### config.mk
export PLATFORM = sky130hd
export DESIGN_NAME = timer_irq_mask_flag_logic
export DESIGN_NICKNAME = d
export VERILOG_FILES = /design/src/shared/timer_irq_pkg.sv /design/src/rtl/timer_irq_mask_flag_logic.sv
export VERILOG_INCLUDE_DIRS = /design/src /design/src/shared
export SDC_FILE = /design/constraint.sdc
export NUM_CORES = 1
export LEC_CHECK = 0
export BUFFER_PORTS_ARGS = -buffer_cell sky130_fd_sc_hd__buf_2
export CAP_MARGIN = 15
export CORE_ASPECT_RATIO = 2
export CORE_MARGIN = 2
export CORE_UTILIZATION = 39
export CTS_BUF_LIST = sky130_fd_sc_hd__clkbuf_8
export DETAILED_ROUTE_END_ITERATION = 7
export PLACE_DENSITY = 0.77
export RECOVER_POWER = 25
export SYNTH_ARGS = -nofsm -noshare
export SYNTH_HDL_FRONTEND = slang
export SYNTH_SLANG_ARGS = --single-unit
export TNS_END_PERCENT = 50
### constraint.sdc
create_clock -name CLK -period 1.8 [get_ports CLK]
set_clock_uncertainty 0.2 [all_clocks]
set_input_delay 0 -clock CLK [delete_from_list [all_inputs] [get_ports CLK]]
set_output_delay 0 -clock CLK [all_outputs]
set_load 0.05 [all_outputs]
### src/shared/timer_irq_map.svh
// register indices, field positions, reset values and mode codes
// assumes a 32-bit apb word per register, byte address = index * 4
`ifndef TIMER_IRQ_MAP_SVH
`define TIMER_IRQ_MAP_SVH

`define TIMER_EVENT_FLAGS_IDX 8'h36
`define TIMER_IRQ_ENABLES_IDX 8'h37
`define EXT_TIMER_EVENT_FLAGS_IDX 8'h7c
`define EXT_TIMER_IRQ_ENABLES_IDX 8'h7d

`define FLAGS_RESET 10'h000
`define ENABLES_RESET 10'h000

// positions in the base registers (timer 1: capture, cmp a, cmp b, overflow)
`define BASE_FIELD_LSB 2
`define BASE_FIELD_MSB 5
// positions in the extended registers (timer 3 five bits, timer 1 cmp c)
`define EXT_T3_LSB 1
`define EXT_T3_MSB 5
`define EXT_T1_CMP_C_BIT 0

// waveform generation codes that give a plain overflow
`define WGM_NORMAL 4'h0
`define WGM_CTC_OCR 4'h4
`define WGM_CTC_ICR 4'hc

`endif

### src/shared/timer_irq_pkg.sv
// types shared by the timer interrupt mask and flag logic
// assumes the timer counter units run on the same clock
package timer_irq_pkg;

  // events from one 16-bit timer unit, all same-clock single-cycle pulses
  // except icr_is_top and waveform_generation_select, which are levels
  typedef struct packed {
    logic tick;
    logic capture_pin_evt;
    logic top_reached;
    logic icr_is_top;
    logic [2:0] cmp_equal;
    logic [2:0] force_cmp_strobe;
    logic overflow;
    logic wave_ovf_point;
    logic [3:0] waveform_generation_select;
  } timer_evt_t;

  // per timer flag or enable layout: capture, cmp a, cmp b, overflow, cmp c
  typedef logic [4:0] timer_bits_t;

endpackage

### src/rtl/timer_irq_mask_flag_logic.sv
// interrupt enable and flag logic for the two 16-bit timers, apb slave
// assumes timer events arrive on CLK; fuse level comes from outside
//
// Local design decision: the APB register port.
`timescale 1ns/1ps
`include "timer_irq_map.svh"

module timer_irq_mask_flag_logic (
  input wire logic CLK,
  input wire logic RESET_N,
  input wire logic CE,
  input wire logic PSEL,
  input wire logic PENABLE,
  input wire logic PWRITE,
  input wire logic [9:0] PADDR,
  input wire logic [31:0] PWDATA,
  output logic [31:0] PRDATA,
  output logic PREADY,
  output logic PSLVERR,
  input wire logic GLOBAL_IRQ_EN,
  input wire logic LEGACY_MODE_FUSE,
  input wire timer_irq_pkg::timer_evt_t T1_EVT,
  input wire timer_irq_pkg::timer_evt_t T3_EVT,
  input wire logic [9:0] VECTOR_ACK,
  output logic [9:0] IRQ_REQ
);
  import timer_irq_pkg::*;

  logic [9:0] flag_reg;
  logic [9:0] flag_next;
  logic [9:0] en_reg;
  logic [9:0] en_next;
  logic [31:0] prdata_reg;
  logic legacy_meta_reg;
  logic legacy_reg;
  logic [2:0] pend_reg [2];
  timer_evt_t evt [2];
  timer_bits_t set_t [2];

  assign evt[0] = T1_EVT;
  assign evt[1] = T3_EVT;

  // fuse is a foreign level; first flop feeds only the second
  always_ff @(posedge CLK) begin
    if (!RESET_N) begin
      legacy_meta_reg <= 1'b0;
      legacy_reg <= 1'b0;
    end else if (CE) begin
      legacy_meta_reg <= LEGACY_MODE_FUSE;
      legacy_reg <= legacy_meta_reg;
    end
  end

  // per timer event qualification
  genvar gi;
  generate
    for (gi = 0; gi < 2; gi++) begin : g_tmr
      wire [2:0] cmp_hit = evt[gi].cmp_equal & ~evt[gi].force_cmp_strobe;
      wire plain_ovf_mode = (evt[gi].waveform_generation_select == `WGM_NORMAL) ||
                            (evt[gi].waveform_generation_select == `WGM_CTC_OCR) ||
                            (evt[gi].waveform_generation_select == `WGM_CTC_ICR);
      wire cap_set = evt[gi].icr_is_top ? evt[gi].top_reached
                                        : evt[gi].capture_pin_evt;
      wire ovf_set = plain_ovf_mode ? evt[gi].overflow : evt[gi].wave_ovf_point;
      wire [2:0] cmp_set = evt[gi].tick ? pend_reg[gi] : 3'h0;

      // match is held until the next timer tick, then it becomes a flag
      always_ff @(posedge CLK) begin
        if (!RESET_N) begin
          pend_reg[gi] <= 3'h0;
        end else if (CE && evt[gi].tick) begin
          pend_reg[gi] <= cmp_hit;
        end
      end

      assign set_t[gi] = {cap_set, cmp_set[0], cmp_set[1], ovf_set, cmp_set[2]};
    end
  endgenerate

  // apb decode
  wire setup_ph = CE && PSEL && !PENABLE;
  wire access_ph = CE && PSEL && PENABLE;
  wire [7:0] word_idx = PADDR[9:2];
  wire hit_timer_event_flags = (word_idx == `TIMER_EVENT_FLAGS_IDX);
  wire hit_timsk = (word_idx == `TIMER_IRQ_ENABLES_IDX);
  wire hit_extended_timer_event_flags = (word_idx == `EXT_TIMER_EVENT_FLAGS_IDX);
  wire hit_extended_timer_irq_enables = (word_idx == `EXT_TIMER_IRQ_ENABLES_IDX) && !legacy_reg;
  wire hit_any = hit_timer_event_flags || hit_timsk || hit_extended_timer_event_flags || hit_extended_timer_irq_enables;
  wire wr_en = access_ph && PWRITE;

  // register images; unused and reserved bits read zero
  wire [7:0] timer_event_flags_img = {2'h0, flag_reg[4:1], 2'h0};
  wire [7:0] timsk_img = {2'h0, en_reg[4:1], 2'h0};
  wire [7:0] extended_timer_event_flags_img = {2'h0, flag_reg[9:5], flag_reg[0]};
  wire [7:0] extended_timer_irq_enables_img = {2'h0, en_reg[9:5], en_reg[0]};
  wire [7:0] rd_byte = hit_timer_event_flags ? timer_event_flags_img :
                       hit_timsk ? timsk_img :
                       hit_extended_timer_event_flags ? extended_timer_event_flags_img :
                       hit_extended_timer_irq_enables ? extended_timer_irq_enables_img : 8'h00;

  // write-one-clear from bus, bits 7:6 of the flag words ignored
  wire [9:0] bus_clr = {(hit_extended_timer_event_flags && wr_en) ? PWDATA[5:1] : 5'h00,
                        (hit_timer_event_flags && wr_en) ? PWDATA[5:2] : 4'h0,
                        (hit_extended_timer_event_flags && wr_en) ? PWDATA[0] : 1'b0};
  wire [9:0] clr_v = bus_clr | VECTOR_ACK;
  wire [9:0] set_v = {set_t[1], set_t[0]};

  // set wins over a clear in the same cycle
  assign flag_next = (flag_reg & ~clr_v) | set_v;

  assign en_next[0] = (hit_extended_timer_irq_enables && wr_en) ? PWDATA[`EXT_T1_CMP_C_BIT] : en_reg[0];
  assign en_next[4:1] = (hit_timsk && wr_en) ? PWDATA[5:2] : en_reg[4:1];
  assign en_next[9:5] = (hit_extended_timer_irq_enables && wr_en) ? PWDATA[5:1] : en_reg[9:5];

  always_ff @(posedge CLK) begin
    if (!RESET_N) begin
      flag_reg <= `FLAGS_RESET;
      en_reg <= `ENABLES_RESET;
      prdata_reg <= 32'h0000_0000;
    end else if (CE) begin
      flag_reg <= flag_next;
      en_reg <= en_next;
      if (setup_ph) begin
        prdata_reg <= {24'h000000, rd_byte};
      end
    end
  end

  // legacy mode hides the extended enables from the request gate too
  wire [9:0] en_eff = legacy_reg ? {5'h00, en_reg[4:1], 1'b0} : en_reg;

  // level requests, no latch, drop as soon as any term drops
  assign IRQ_REQ = flag_reg & en_eff & {10{GLOBAL_IRQ_EN}};

  // read data is captured in setup, so the access phase waits only while CE is low
  assign PREADY = CE;
  assign PSLVERR = access_ph && !hit_any;
  assign PRDATA = prdata_reg;
endmodule

## Yosys cells after proc, flatten, opt, wreduce, memory -nomap -nowiden

Memory sizes are Yosys's and may differ from the RTL's.
Cells that the tools add are included.

- Output and inout port bits: 44
- Logic and storage cells: 77
- Flip-flop bits (word level): 30
- Bits in writable memories: 6
- Memories: 1

- Eq/ne operators: 8
- Reduce and logical (&&, ||, !) cells: 27
- Bitwise logic cells: 12
- Multiplexer cells: 23

Memory list:

| name | depth | bits a word | read ports | clocked after Yosys merged registers in | write ports | RTL line | source |
|---|---|---|---|---|---|---|---|
| pend_reg | 2 | 3 | 2 | 0 | 2 | timer_irq_mask_flag_logic.sv:36 | `logic [2:0] pend_reg [2];` |

Operators by type and width:

| cell | count |
|---|---|
| $and 10x10->10 | 3 |
| $mux 6 | 4 |
| $or 10x10->10 | 2 |
| $eq 8x6->1 const B | 2 |
| $eq 8x7->1 const B | 2 |
| $logic_and 1x1->1 | 12 |
| $mux 1 | 12 |
| $mux 3 | 4 |
| $mux 10 | 1 |
| $not 10->10 | 1 |
| $eq 4x3->1 const B | 2 |
| $eq 4x4->1 const B | 2 |
| $logic_not 4->1 | 2 |
| $logic_or 1x1->1 | 7 |
| $and 3x3->3 | 2 |
| $not 3->3 | 2 |
| $reduce_and 2->1 | 3 |
| $mux 5 | 1 |
| $mux 4 | 1 |
| $logic_not 1->1 | 3 |
| $or 1x1->1 | 2 |

## Logic depth before layout (Yosys ltp)

Gate-level depths: netlist (run 1).

- Word-level depth: 9
- Mapped depth: 6

## Worst setup path after synthesis (run 1)

OpenSTA, ideal clock, no wires.

- Kind: input -> register
- Start point: in PADDR[5]
- End point: reg en_reg[1]
- Stages: 6
- Setup time: 114 ps
- Arrival time: 1429 ps
- Setup slack: 57 ps
- Path through: or4b_1 -> buf_2 -> or4_4 -> buf_6 -> nand3_2 -> o21ai_2

- Longest elaborated chain between the ends: 3

Ends and longest elaborated chain:

| element | RTL line | source |
|---|---|---|
| start: declaration | timer_irq_mask_flag_logic.sv:15 | `input wire logic [9:0] PADDR,` |
| $eq 8x6->1 (no source line) | -- |  |
| $logic_and 1x1->1 | timer_irq_mask_flag_logic.sv:112 | `assign en_next[4:1] = (hit_timsk && wr_en) ? PWDATA[5:2] : en_reg[4:1];` |
| $reduce_and 2->1 (no source line) | -- |  |
| end signal: assignment | timer_irq_mask_flag_logic.sv:118 | `` en_reg <= `ENABLES_RESET; `` |
| end signal: assignment | timer_irq_mask_flag_logic.sv:122 | `en_reg <= en_next;` |
| end: declaration | timer_irq_mask_flag_logic.sv:31 | `logic [9:0] en_reg;` |

No other way between the ends.
A chain may end at the register's enable or synchronous reset.

## Worst setup path in the final report (run 1)

- Start point: in PADDR[4]
- End point: reg prdata_reg[5], in the netlist PRDATA[5]

- Longest elaborated chain between the ends: 6
- Elaborated cells between the ends (all ways): 9
- Classes of those cells: eq/ne (4); mux (4); reduce/logical (1)

Ends and longest elaborated chain:

| element | RTL line | source |
|---|---|---|
| $eq 8x7->1 (no source line) | -- |  |
| $logic_and 1x1->1 | timer_irq_mask_flag_logic.sv:87 | `` wire hit_extended_timer_irq_enables = (word_idx == `EXT_TIMER_IRQ_ENABLES_IDX) && !legacy_reg; `` |
| $mux 6 | timer_irq_mask_flag_logic.sv:99 | `hit_extended_timer_irq_enables ? extended_timer_irq_enables_img : 8'h00;` |
| $mux 6 | timer_irq_mask_flag_logic.sv:98 | `hit_extended_timer_event_flags ? extended_timer_event_flags_img :` |
| $mux 6 | timer_irq_mask_flag_logic.sv:97 | `hit_timsk ? timsk_img :` |
| $mux 6 * | timer_irq_mask_flag_logic.sv:96 | `wire [7:0] rd_byte = hit_timer_event_flags ? timer_event_flags_img :` |
| end signal: assignment | timer_irq_mask_flag_logic.sv:124 | `prdata_reg <= {24'h000000, rd_byte};` |
| end: declaration | timer_irq_mask_flag_logic.sv:33 | `logic [31:0] prdata_reg;` |

Mark *: on every way between the ends. The rest lies on a longest branch, timed or not.

==> results of run 1 <==
## power by group through the flow
stage	sequential (mW)	clock (mW)	combinational [mW]
final	0.826	0.590	0.435
after global placement	0.841	0	0.332
after CTS	0.825	0.593	0.415
after global routing	0.829	0.621	0.464
after detailed placement	0.842	0	0.338
after floorplan	0.833	0	0.279
## what timing repair did
item	in CTS	in global routing
hold endpoints to repair	39	0
hold buffers	49	0
setup buffers	0	4
setup endpoints to repair	0	17
gates resized for setup	0	13
## final cells by class
type | instances | area [um2] | area share, %
Clock inverter | 2 | 8.76 | 0.285
Tap cell | 58 | 72.6 | 2.36
Sequential cell | 34 | 741 | 24.1
Inverter | 6 | 22.5 | 0.732
Multi-Input combinational cell | 198 | 1170 | 38.1
Timing Repair Buffer | 140 | 978 | 31.8
Clock buffer | 6 | 82.6 | 2.68
## worst min-delay path by stage
stage | startpoint | endpoint | slack (ns) | cells after the start
after floorplan | PWDATA[0] | en_reg[0] | -0.07 | 2
after global placement | PWDATA[0] | en_reg[0] | 0.03 | 3
after detailed placement | PWDATA[1] | en_reg[5] | 0.04 | 3
after CTS | T1_EVT[5] | flag_reg[1] | 0.03 | 4
after global routing | RESET_N | flag_reg[7] | 0.06 | 2
final | T1_EVT[0] | flag_reg[1] | 0.02 | 4
## Yosys cell counts (all sizes together) (5+ instances only)
cell type,instances
and3,11
edfxtp,6
nand2,28
nor3b,6
nand3,17
o21a,6
inv,6
clkbuf,8
nor2b,7
nor2,10
o21ai,19
nand2b,8
a21oi,14
buf,31
dfxtp,28
nand3b,5
## worst register-to-register path, cell delays in order, from the launching register on
cell and delay, ns:
dfxtp_1 0.36, nand3b_1 0.20, nor3_1 0.34, a221oi_1 0.16, a21oi_1 0.15
## cells by family (layout without fill, tap and decap cells)
family	after synthesis	after routing	share of synthesized area, %
and+or+nand+nor	107	107	29.1
AOI/OAI and AO/OA	61	61	19.5
buffers and inverters	45	154	13.5
DFF	34	34	35.8
muxes	4	4	1.93
other	1	26	0.181
## routing by layer
layer | share of wire [%] | vias to the layer above | GRT usage (%)
met4 | 5.1 | 0 | 18.5
met3 | 5.2 | 27 | 3.26
met1 | 33 | 1078 | 19.4
met5 | 0 | - | 0
met2 | 57 | 116 | 41.3
li1 | - | 1121 | -
==> metrics.yaml, run 1 <==
status: "finished clean"
cts_made_buffers: 5
internal-power_mw: 1.28
final_nets: 477
worst_ir_drop_vdd_mv: 0.502
io_buffers: 81
finalCriticalPeriod_ns: 1.78
cts_htree_levels: 2
die_x_um: 55.5
clkPwrFrac_pct: 31.9
placed_cell_area_um2: 2440
drc_errors: 0
crit_type: "in -> reg"
postSynthAreaPerCell_um2: 8.21
final_core_util_pct: 59.9
worstPathMaxFanout: 7
grt_pass1_wl_mm: 10.1
yosysTopAreaCell: "dfxtp_1"
clk_latency_ns: 0.29
ioPinCount: 136
antenna_cells: 0
vias: 2342
fillers: 433
crit_cells: 7
r2r-end: "PRDATA[3]"
endpoint_kind: "flop"
synth.yosys.seq_area_share_pct: 35.8
r2r-start: "legacy_reg"
layout_common_cells: "buf_2 (72), dlygate4sd3_1 (47), dfxtp_1 (28), nand2_1 (28), conb_1 (26)"
setup_viol: 0
synth.distinct_cells: 44
row_count: 37
fmax_ghz: 0.562
p_sw_share_pct: 30.9
clock_sinks: 34
worstPathRequired_ns: 1.78
fin_crit_sh_pct: 98.9
ys_async_sr_fraction_pct: 0
vias_per_cell: 5.27
ff2ff_path_depth: 4
ys.flop_type: "dfxtp_1"
finalPower_mw: 1.85
routed_wl_mm: 6.55
clk_pin_slew_worst_paths_ns: 0.07
routedWlPerCell_um: 14.8
worst_path_largest_cell_delay_ns: 0.52
hpwlAfterDp_mm: 4.40
fin_cells: 444
comb_power_share_pct: 23.5
grt_max_degree: 35
startpoint: "PADDR[4]"
cellPowerDensity_nw_per_um2: 601
cts_root_buf: "clkbuf_8"
critPathArrivalTime_ns: 1.76
synth_top_cell_area_share_pct: 27.1
antenna_left: 0
final.setup.tns_ns: 0
dieArea_um2: 5940
fin_ws_ns: 0.0205
core-area_um2: 5140
drive_above_1_share_pct: 27.7
power.share.sequential_pct: 44.6
gp_routability_congestion: 0.851
crit_path_end: "PRDATA[5]"
hold_violations: 0
stdcell_area_um2: 3080
die_h_um: 107
track_usage_pct: 21.8
drv_cap: 0
synth_area_leaders: "dfxtp_1 (27%), buf_4 (9.8%), edfxtp_1 (8.7%)"
regToRegSetupSlack_ns: 0.31
critPathSlowestCell: "dlygate4sd3_1"
cp_cell_sequence: "dlygate4sd3_1 > clkbuf_4 > nand4b_1 > buf_4 > or4_1 > o211ai_1 > a31oi_1"
synth_edf_count: 6
final_common_cell: "buf_2"
cts.path.max_buffers: 2
hold_class: "in -> reg"
tightest_slew_ns: 0.607
dp_cells: 384
holdWs_ns: 0.0230
synth_area_um2: 2070
p_switching_mw: 0.572
first_iter_violations: 87
synthToLayoutAreaGrowth_pct: 48.7
tritoncts: "built"
grt_overflow_total: 0
synth_cells: 252
dr.pass1.iters: 4
antenna_found_initial: 0
path_buf_inv: 3
grt_pass1_vias: 2290
pre_cts_ws_ns: -0.114
initial_utilization_pct: 40.3
yosys_register_bits: 34
cp_top_family: "buffers and inverters"
setup.worst_path.start_class: "input port"
finalMaxSlewViolations: 0
slew_headroom_pct: 59.7
p_leak_nw: 1.38
ys_warn_count: 0
Power figures use the tool's default switching activity.
==> inputs of run 2 (changes only) <==
--- a/config.mk
+++ b/config.mk
@@ -10,11 +10,12 @@
 export CAP_MARGIN = 15
 export CORE_ASPECT_RATIO = 2
 export CORE_MARGIN = 2
-export CORE_UTILIZATION = 39
+export CORE_UTILIZATION = 45
 export CTS_BUF_LIST = sky130_fd_sc_hd__clkbuf_8
 export DETAILED_ROUTE_END_ITERATION = 7
-export PLACE_DENSITY = 0.77
+export PLACE_DENSITY = 0.84
 export RECOVER_POWER = 25
+export SKIP_CTS_REPAIR_TIMING = 1
 export SYNTH_ARGS = -nofsm -noshare
 export SYNTH_HDL_FRONTEND = slang
 export SYNTH_SLANG_ARGS = --single-unit
==> constraint.sdc (replaced) <==
create_clock -name CLK -period 2.3 [get_ports CLK]
set_clock_uncertainty 0.2 [all_clocks]
set_input_delay 0 -clock CLK [delete_from_list [all_inputs] [get_ports CLK]]
set_output_delay 0 -clock CLK [all_outputs]
set_load 0.05 [all_outputs]
==> run 2 against run 1 <==
Compared with the run above:
- the flow now finishes with violations (hold timing)
- global-route usage decreased by 0.94 points
- critical path type unchanged
- core utilization grew 7.9 points
- setup slack gained 0.066 ns
- first-iteration DRC count is 18% lower
- critical endpoint is now en_reg[4]
- combinational power is 26% lower
- clock power is 19% lower
- routed wire length is 9.2% lower
- clock-buffer cell count is the same
- critical path depth is 1 lower
- via count down 4.7%
- sequential share of layout area grew 0.86 points
==> metrics.yaml, run 2 (synthesis results as in run 1) <==
final_common_cell: "buf_2"
endpoint_kind: "flop"
grt_pass1_vias: 1836  # -20%
critPathArrivalTime_ns: 2.26  # +0.50 ns
tritoncts: "built"
cts_root_buf: "clkbuf_8"
holdWs_ns: -0.0527  # -0.0756 ns
core-area_um2: 4380  # -15%
hold_class: "in -> reg"
initial_utilization_pct: 47.2  # +7.0 points
cellPowerDensity_nw_per_um2: 486  # -19%
fin_crit_sh_pct: 96.2
status: "complete, but fails checks"
ioPinCount: 136  # unchanged
die_h_um: 99.9  # -6.6%
cp_cell_sequence: "dlygate4sd3_1 > buf_2 > nand2_1 > dlygate4sd3_1 > o21ai_2 > dlygate4sd3_1"
fin_cells: 433  # -2.5%
ff_latch_area_um2: 741  # unchanged
antenna_left: 0  # unchanged
hold_violations: 4  # +4
slew_headroom_pct: 60.3  # +0.66 points
row_count: 34  # -8.1%
grt_pass1_wl_mm: 8.10  # -20%
tightest_slew_ns: 0.597  # -0.0100 ns
grt_overflow_total: 0  # unchanged
path_buf_inv: 4  # +1
routed_wl_mm: 5.95  # -9.2%
vias_per_cell: 5.15  # -2.3%
drc_errors: 0  # unchanged
vias: 2231  # -4.7%
fillers: 383  # -12%
clk_pin_slew_worst_paths_ns: 0.08  # about the same
worstPathRequired_ns: 2.34  # +0.56 ns
finalMaxSlewViolations: 0  # unchanged
clock_sinks: 34  # unchanged
crit_top_cell: "dlygate4sd3_1"
p_leak_nw: 1.32  # -4.5%
setup_viol: 0  # unchanged
setup.worst_path.start_class: "input port"
multi_input_area_um2: 1140  # -2.5%
drv_cap: 0  # unchanged
die_x_um: 52.0  # -6.4%
drive_above_1_share_pct: 25.1  # -2.7 points
worstPathMaxFanout: 22  # +15
worst_path_largest_cell_delay_ns: 0.58  # +0.06 ns
critPathSlowestCell: "dlygate4sd3_1"
fmax_ghz: 0.452
hpwlAfterDp_mm: 4.24  # -3.5%
track_usage_pct: 20.9  # -0.94 points
clk_latency_ns: 0.29  # about the same
violations: "hold timing"
cts_made_buffers: 5  # unchanged
dr.pass1.iters: 4  # unchanged
first_iter_violations: 71  # -18%
cp_top_family: "buffers and inverters"
finalCriticalPeriod_ns: 2.21
dieArea_um2: 5190  # -13%
dp_cells: 378  # -1.6%
cts_htree_levels: 2  # unchanged
layout_common_cells: "buf_2 (73), dlygate4sd3_1 (47), dfxtp_1 (28), nand2_1 (28), conb_1 (26)"
antenna_cells: 0  # unchanged
crit_type: "in -> reg"
cts.path.max_buffers: 2  # unchanged
grt_max_degree: 26  # -26%
gp_routability_congestion: 0.874  # +2.8%
final_nets: 470  # -1.5%
routedWlPerCell_um: 13.8  # -6.8%
synthToLayoutAreaGrowth_pct: 43.6
antenna_found_initial: 0  # unchanged
io_buffers: 81  # unchanged
worst_ir_drop_vdd_mv: 0.670  # +34%
[run 2: final timing paths]
check	startpoint	end	slack, ns	cells past startpoint
min reg2reg	PRDATA[0]	PRDATA[0]	0.27	2
max reg2reg	legacy_reg	PRDATA[1]	0.57	5
min	PENABLE	PRDATA[4]	-0.05	4
max	RESET_N	en_reg[4]	0.09	6
[run 2: area by class of cell]
| class | count | area share (%) |
|---|---|---|
| clock buffer | 6 | 2.78 |
| clock inverter | 2 | 0.379 |
| inverter | 6 | 0.758 |
| multi-input combinational | 198 | 38.5 |
| sequential | 34 | 24.9 |
| tap | 54 | 2.27 |
| timing repair buffer | 133 | 30.4 |
[run 2: routing by layer]
metal	vias up	GRT usage, %	share of wire [%]
met5	-	0	0
met4	0	14.0	4.1
met3	16	3.87	5.8
met2	100	37.7	56
met1	1006	20.5	34
li1	1109	-	-
[run 2: power by group]
part / leakage, nW / switching [mW] / total (mW) / internal, mW
Clock: 0.0515 / 0.233 / 0.475 / 0.242
Sequential: 0.289 / 0.0172 / 0.645 / 0.628
Combinational: 0.982 / 0.197 / 0.323 / 0.127
[run 2: through the flow]
stage	setup WS (ns)	setup TNS, ns	power, mW	util [%]	area [um2]
floorplan	0.557	0	0.870	-	2160
global placement	0.373	0	0.915	55.2	2420
detailed placement	0.366	0	0.921	55.2	2420
CTS	0.594	0	1.39	57.3	2510
global route	-0.0181	-0.0307	1.50	67.8	2970
finish	0.0865	0	1.44	67.8	2970
[run 2: worst reg2reg max path, delay by kind of cell, from the launching register on]
family / cells / cell delay [ns]
AOI/OAI and AO/OA: 2 / 0.25
buffers and inverters: 1 / 0.57
DFF: 1 / 0.37
and+or+nand+nor: 2 / 0.28
==> inputs of run 3 (changes only) <==
--- a/config.mk
+++ b/config.mk
@@ -10,10 +10,10 @@
 export CAP_MARGIN = 15
 export CORE_ASPECT_RATIO = 2
 export CORE_MARGIN = 2
-export CORE_UTILIZATION = 45
+export CORE_UTILIZATION = 47
 export CTS_BUF_LIST = sky130_fd_sc_hd__clkbuf_8
 export DETAILED_ROUTE_END_ITERATION = 7
-export PLACE_DENSITY = 0.84
+export PLACE_DENSITY = 0.87
 export RECOVER_POWER = 25
 export SKIP_CTS_REPAIR_TIMING = 1
 export SYNTH_ARGS = -nofsm -noshare
==> run 3 against run 2 <==
Compared with the run above:
- the flow still finishes with violations (hold timing)
- worst hold slack gained 0.019 ns
- non-clock buffer count fell by 12
- cell area decreased by 4.1%
- register-to-register slack improved by 0.26 ns
- setup slack improved by 0.42 ns
- sequential cell count unchanged
- routed wire length increased by 2.8%
- sequential power hardly changed
- largest power group unchanged
- highest routed layer unchanged
==> metrics.yaml, run 3 (synthesis results as in run 1) <==
io_buffers: 81  # unchanged
drc_errors: 0  # unchanged
row_count: 34  # unchanged
die_x_um: 50.9  # -2.0%
placed_cell_area_um2: 2420  # unchanged
routed_wl_mm: 6.12  # +2.8%
core-area_um2: 4300  # -1.9%
final_nets: 458  # -2.6%
hpwlAfterDp_mm: 4.48  # +5.7%
clk_pin_slew_worst_paths_ns: 0.07  # about the same
stdcell_area_um2: 2850  # -4.1%
dieArea_um2: 4980  # -4.0%
comb_power_share_pct: 22.0  # -0.4 points
status: "complete, but fails checks"
worst_ir_drop_vdd_mv: 0.588  # -12%
clock_sinks: 34  # unchanged
clk_latency_ns: 0.29  # about the same
finalMaxSlewViolations: 0  # unchanged
antenna_cells: 0  # unchanged
vias: 2246  # +0.67%
cts_root_buf: "clkbuf_8"
fillers: 394  # +2.9%
power.share.sequential_pct: 45.6  # +0.9 points
die_h_um: 97.8  # -2.1%
antenna_found_initial: 0  # unchanged
fmax_ghz: 0.556  # +23%
endpoint_kind: "flop"
cts_made_buffers: 5  # unchanged
worstPathRequired_ns: 2.26  # -0.08 ns
internal-power_mw: 0.978  # -1.8%
crit_top_cell: "dlygate4sd3_1"
critPathArrivalTime_ns: 1.75  # -0.51 ns
crit_type: "in -> reg"
cts_htree_levels: 2  # unchanged
p_sw_share_pct: 30.9  # -0.054 points
cp_cell_sequence: "dlygate4sd3_1 > clkbuf_1 > nand3_1 > nor3b_1 > dlygate4sd3_1"
drv_cap: 0  # unchanged
track_usage_pct: 23.2  # +2.3 points
layout_common_cells: "buf_2 (73), dlygate4sd3_1 (35), dfxtp_1 (28), nand2_1 (28), conb_1 (26)"
dr.pass1.iters: 5  # +1
tightest_slew_ns: 0.603  # +0.00556 ns
rsz0062_at_grt: "false"
violations: "hold timing"
grt_overflow_total: 0  # unchanged
gp_routability_congestion: 0.908  # +3.9%
setup_viol: 0  # unchanged
vias_per_cell: 5.33  # +3.5%
holdWs_ns: -0.0336  # +0.0191 ns
grt_pass1_vias: 2024  # +10%
finalCriticalPeriod_ns: 1.80  # -0.416 ns
final_common_cell: "buf_2"
path_buf_inv: 3  # -1
synthToLayoutAreaGrowth_pct: 37.7
ioPinCount: 136  # unchanged
fin_crit_sh_pct: 78.1  # -18 points
p_leak_nw: 1.26  # -4.3%
antenna_left: 0  # unchanged
p_switching_mw: 0.438  # -2.1%
worst_path_largest_cell_delay_ns: 0.59  # about the same
final_core_util_pct: 66.3  # -1.5 points
hold_class: "in -> reg"
cellPowerDensity_nw_per_um2: 497  # +2.3%
cp_top_family: "buffers and inverters"
routedWlPerCell_um: 14.5  # +5.7%
initial_utilization_pct: 48.2  # +0.94 points
hold_violations: 6  # +2
first_iter_violations: 61  # -14%
critPathSlowestCell: "dlygate4sd3_1"
grt_pass1_wl_mm: 8.87  # +9.5%
slew_headroom_pct: 60.0  # -0.37 points
drive_above_1_share_pct: 25.6  # +0.55 points
cts.path.max_buffers: 2  # unchanged
final.setup.tns_ns: 0  # unchanged
setup.worst_path.start_class: "input port"
grt_max_degree: 35  # +35%
tritoncts: "built"
worstPathMaxFanout: 5  # -77%
clkPwrFrac_pct: 32.4  # -0.5 points
-- run 3: changes by cell type in the layout (fill, tap and decap cells not counted), sizes merged --
cell	previous run	this run
dlygate4sd3	47	35
-- run 3: power by group through the flow --
stage | logic [mW] | clock network, mW | registers, mW
after floorplan | 0.218 | 0 | 0.652
after global placement | 0.258 | 0 | 0.657
after detailed placement | 0.266 | 0 | 0.658
after CTS | 0.267 | 0.460 | 0.645
after global routing | 0.336 | 0.487 | 0.648
final | 0.312 | 0.459 | 0.646
-- run 3: tightest hold or removal path: cells and delay by family --
family,cells,cell delay [ns]
buf+inv,1,0.11
compound gates,2,0.14
simple gates,2,0.17
-- run 3: metrics by stage --
step | power, mW | setup WS, ns | std cells | hold slack, ns
2_1_floorplan | 0.870 | 0.557 | 277 | -0.0696
3_3_place_gp | 0.915 | 0.362 | 378 | 0.0318
3_5_place_dp | 0.925 | 0.353 | 378 | 0.0456
4_1_cts | 1.37 | 0.606 | 386 | -0.250
5_1_grt | 1.47 | 0.385 | 421 | 0.00798
6_report | 1.42 | 0.503 | 421 | -0.0336
-- run 3: final timing paths --
check	start	endpoint	slack, ns	depth (start not counted)
worst min register to register	en_reg[2]	en_reg[2]	0.27	2
worst max-delay path	T3_EVT[15]	pend_reg[1][2]	0.50	5
worst max register to register	legacy_reg	PRDATA[3]	0.83	4
worst min-delay path	PADDR[6]	PRDATA[3]	-0.03	5
-- run 3: cell type report --
type	instances	area [um2]	area share [%]
clock buffers	6	82.6	2.90
clock inverters	2	8.76	0.307
inverters	6	22.5	0.791
multi-input cells	198	1140	40.1
flip-flops and latches	34	741	26.0
well taps	54	67.6	2.37
repair buffers	121	783	27.5
-- run 3: per-layer routing --
layer / GRT usage, % / vias to the layer above / part of all wire, %
met3: 4.43 / 22 / 5.9
met2: 41.8 / 114 / 57
met1: 22.5 / 1024 / 32
li1: - / 1086 / -
met5: 0 / - / 0
met4: 16.0 / 0 / 4.9
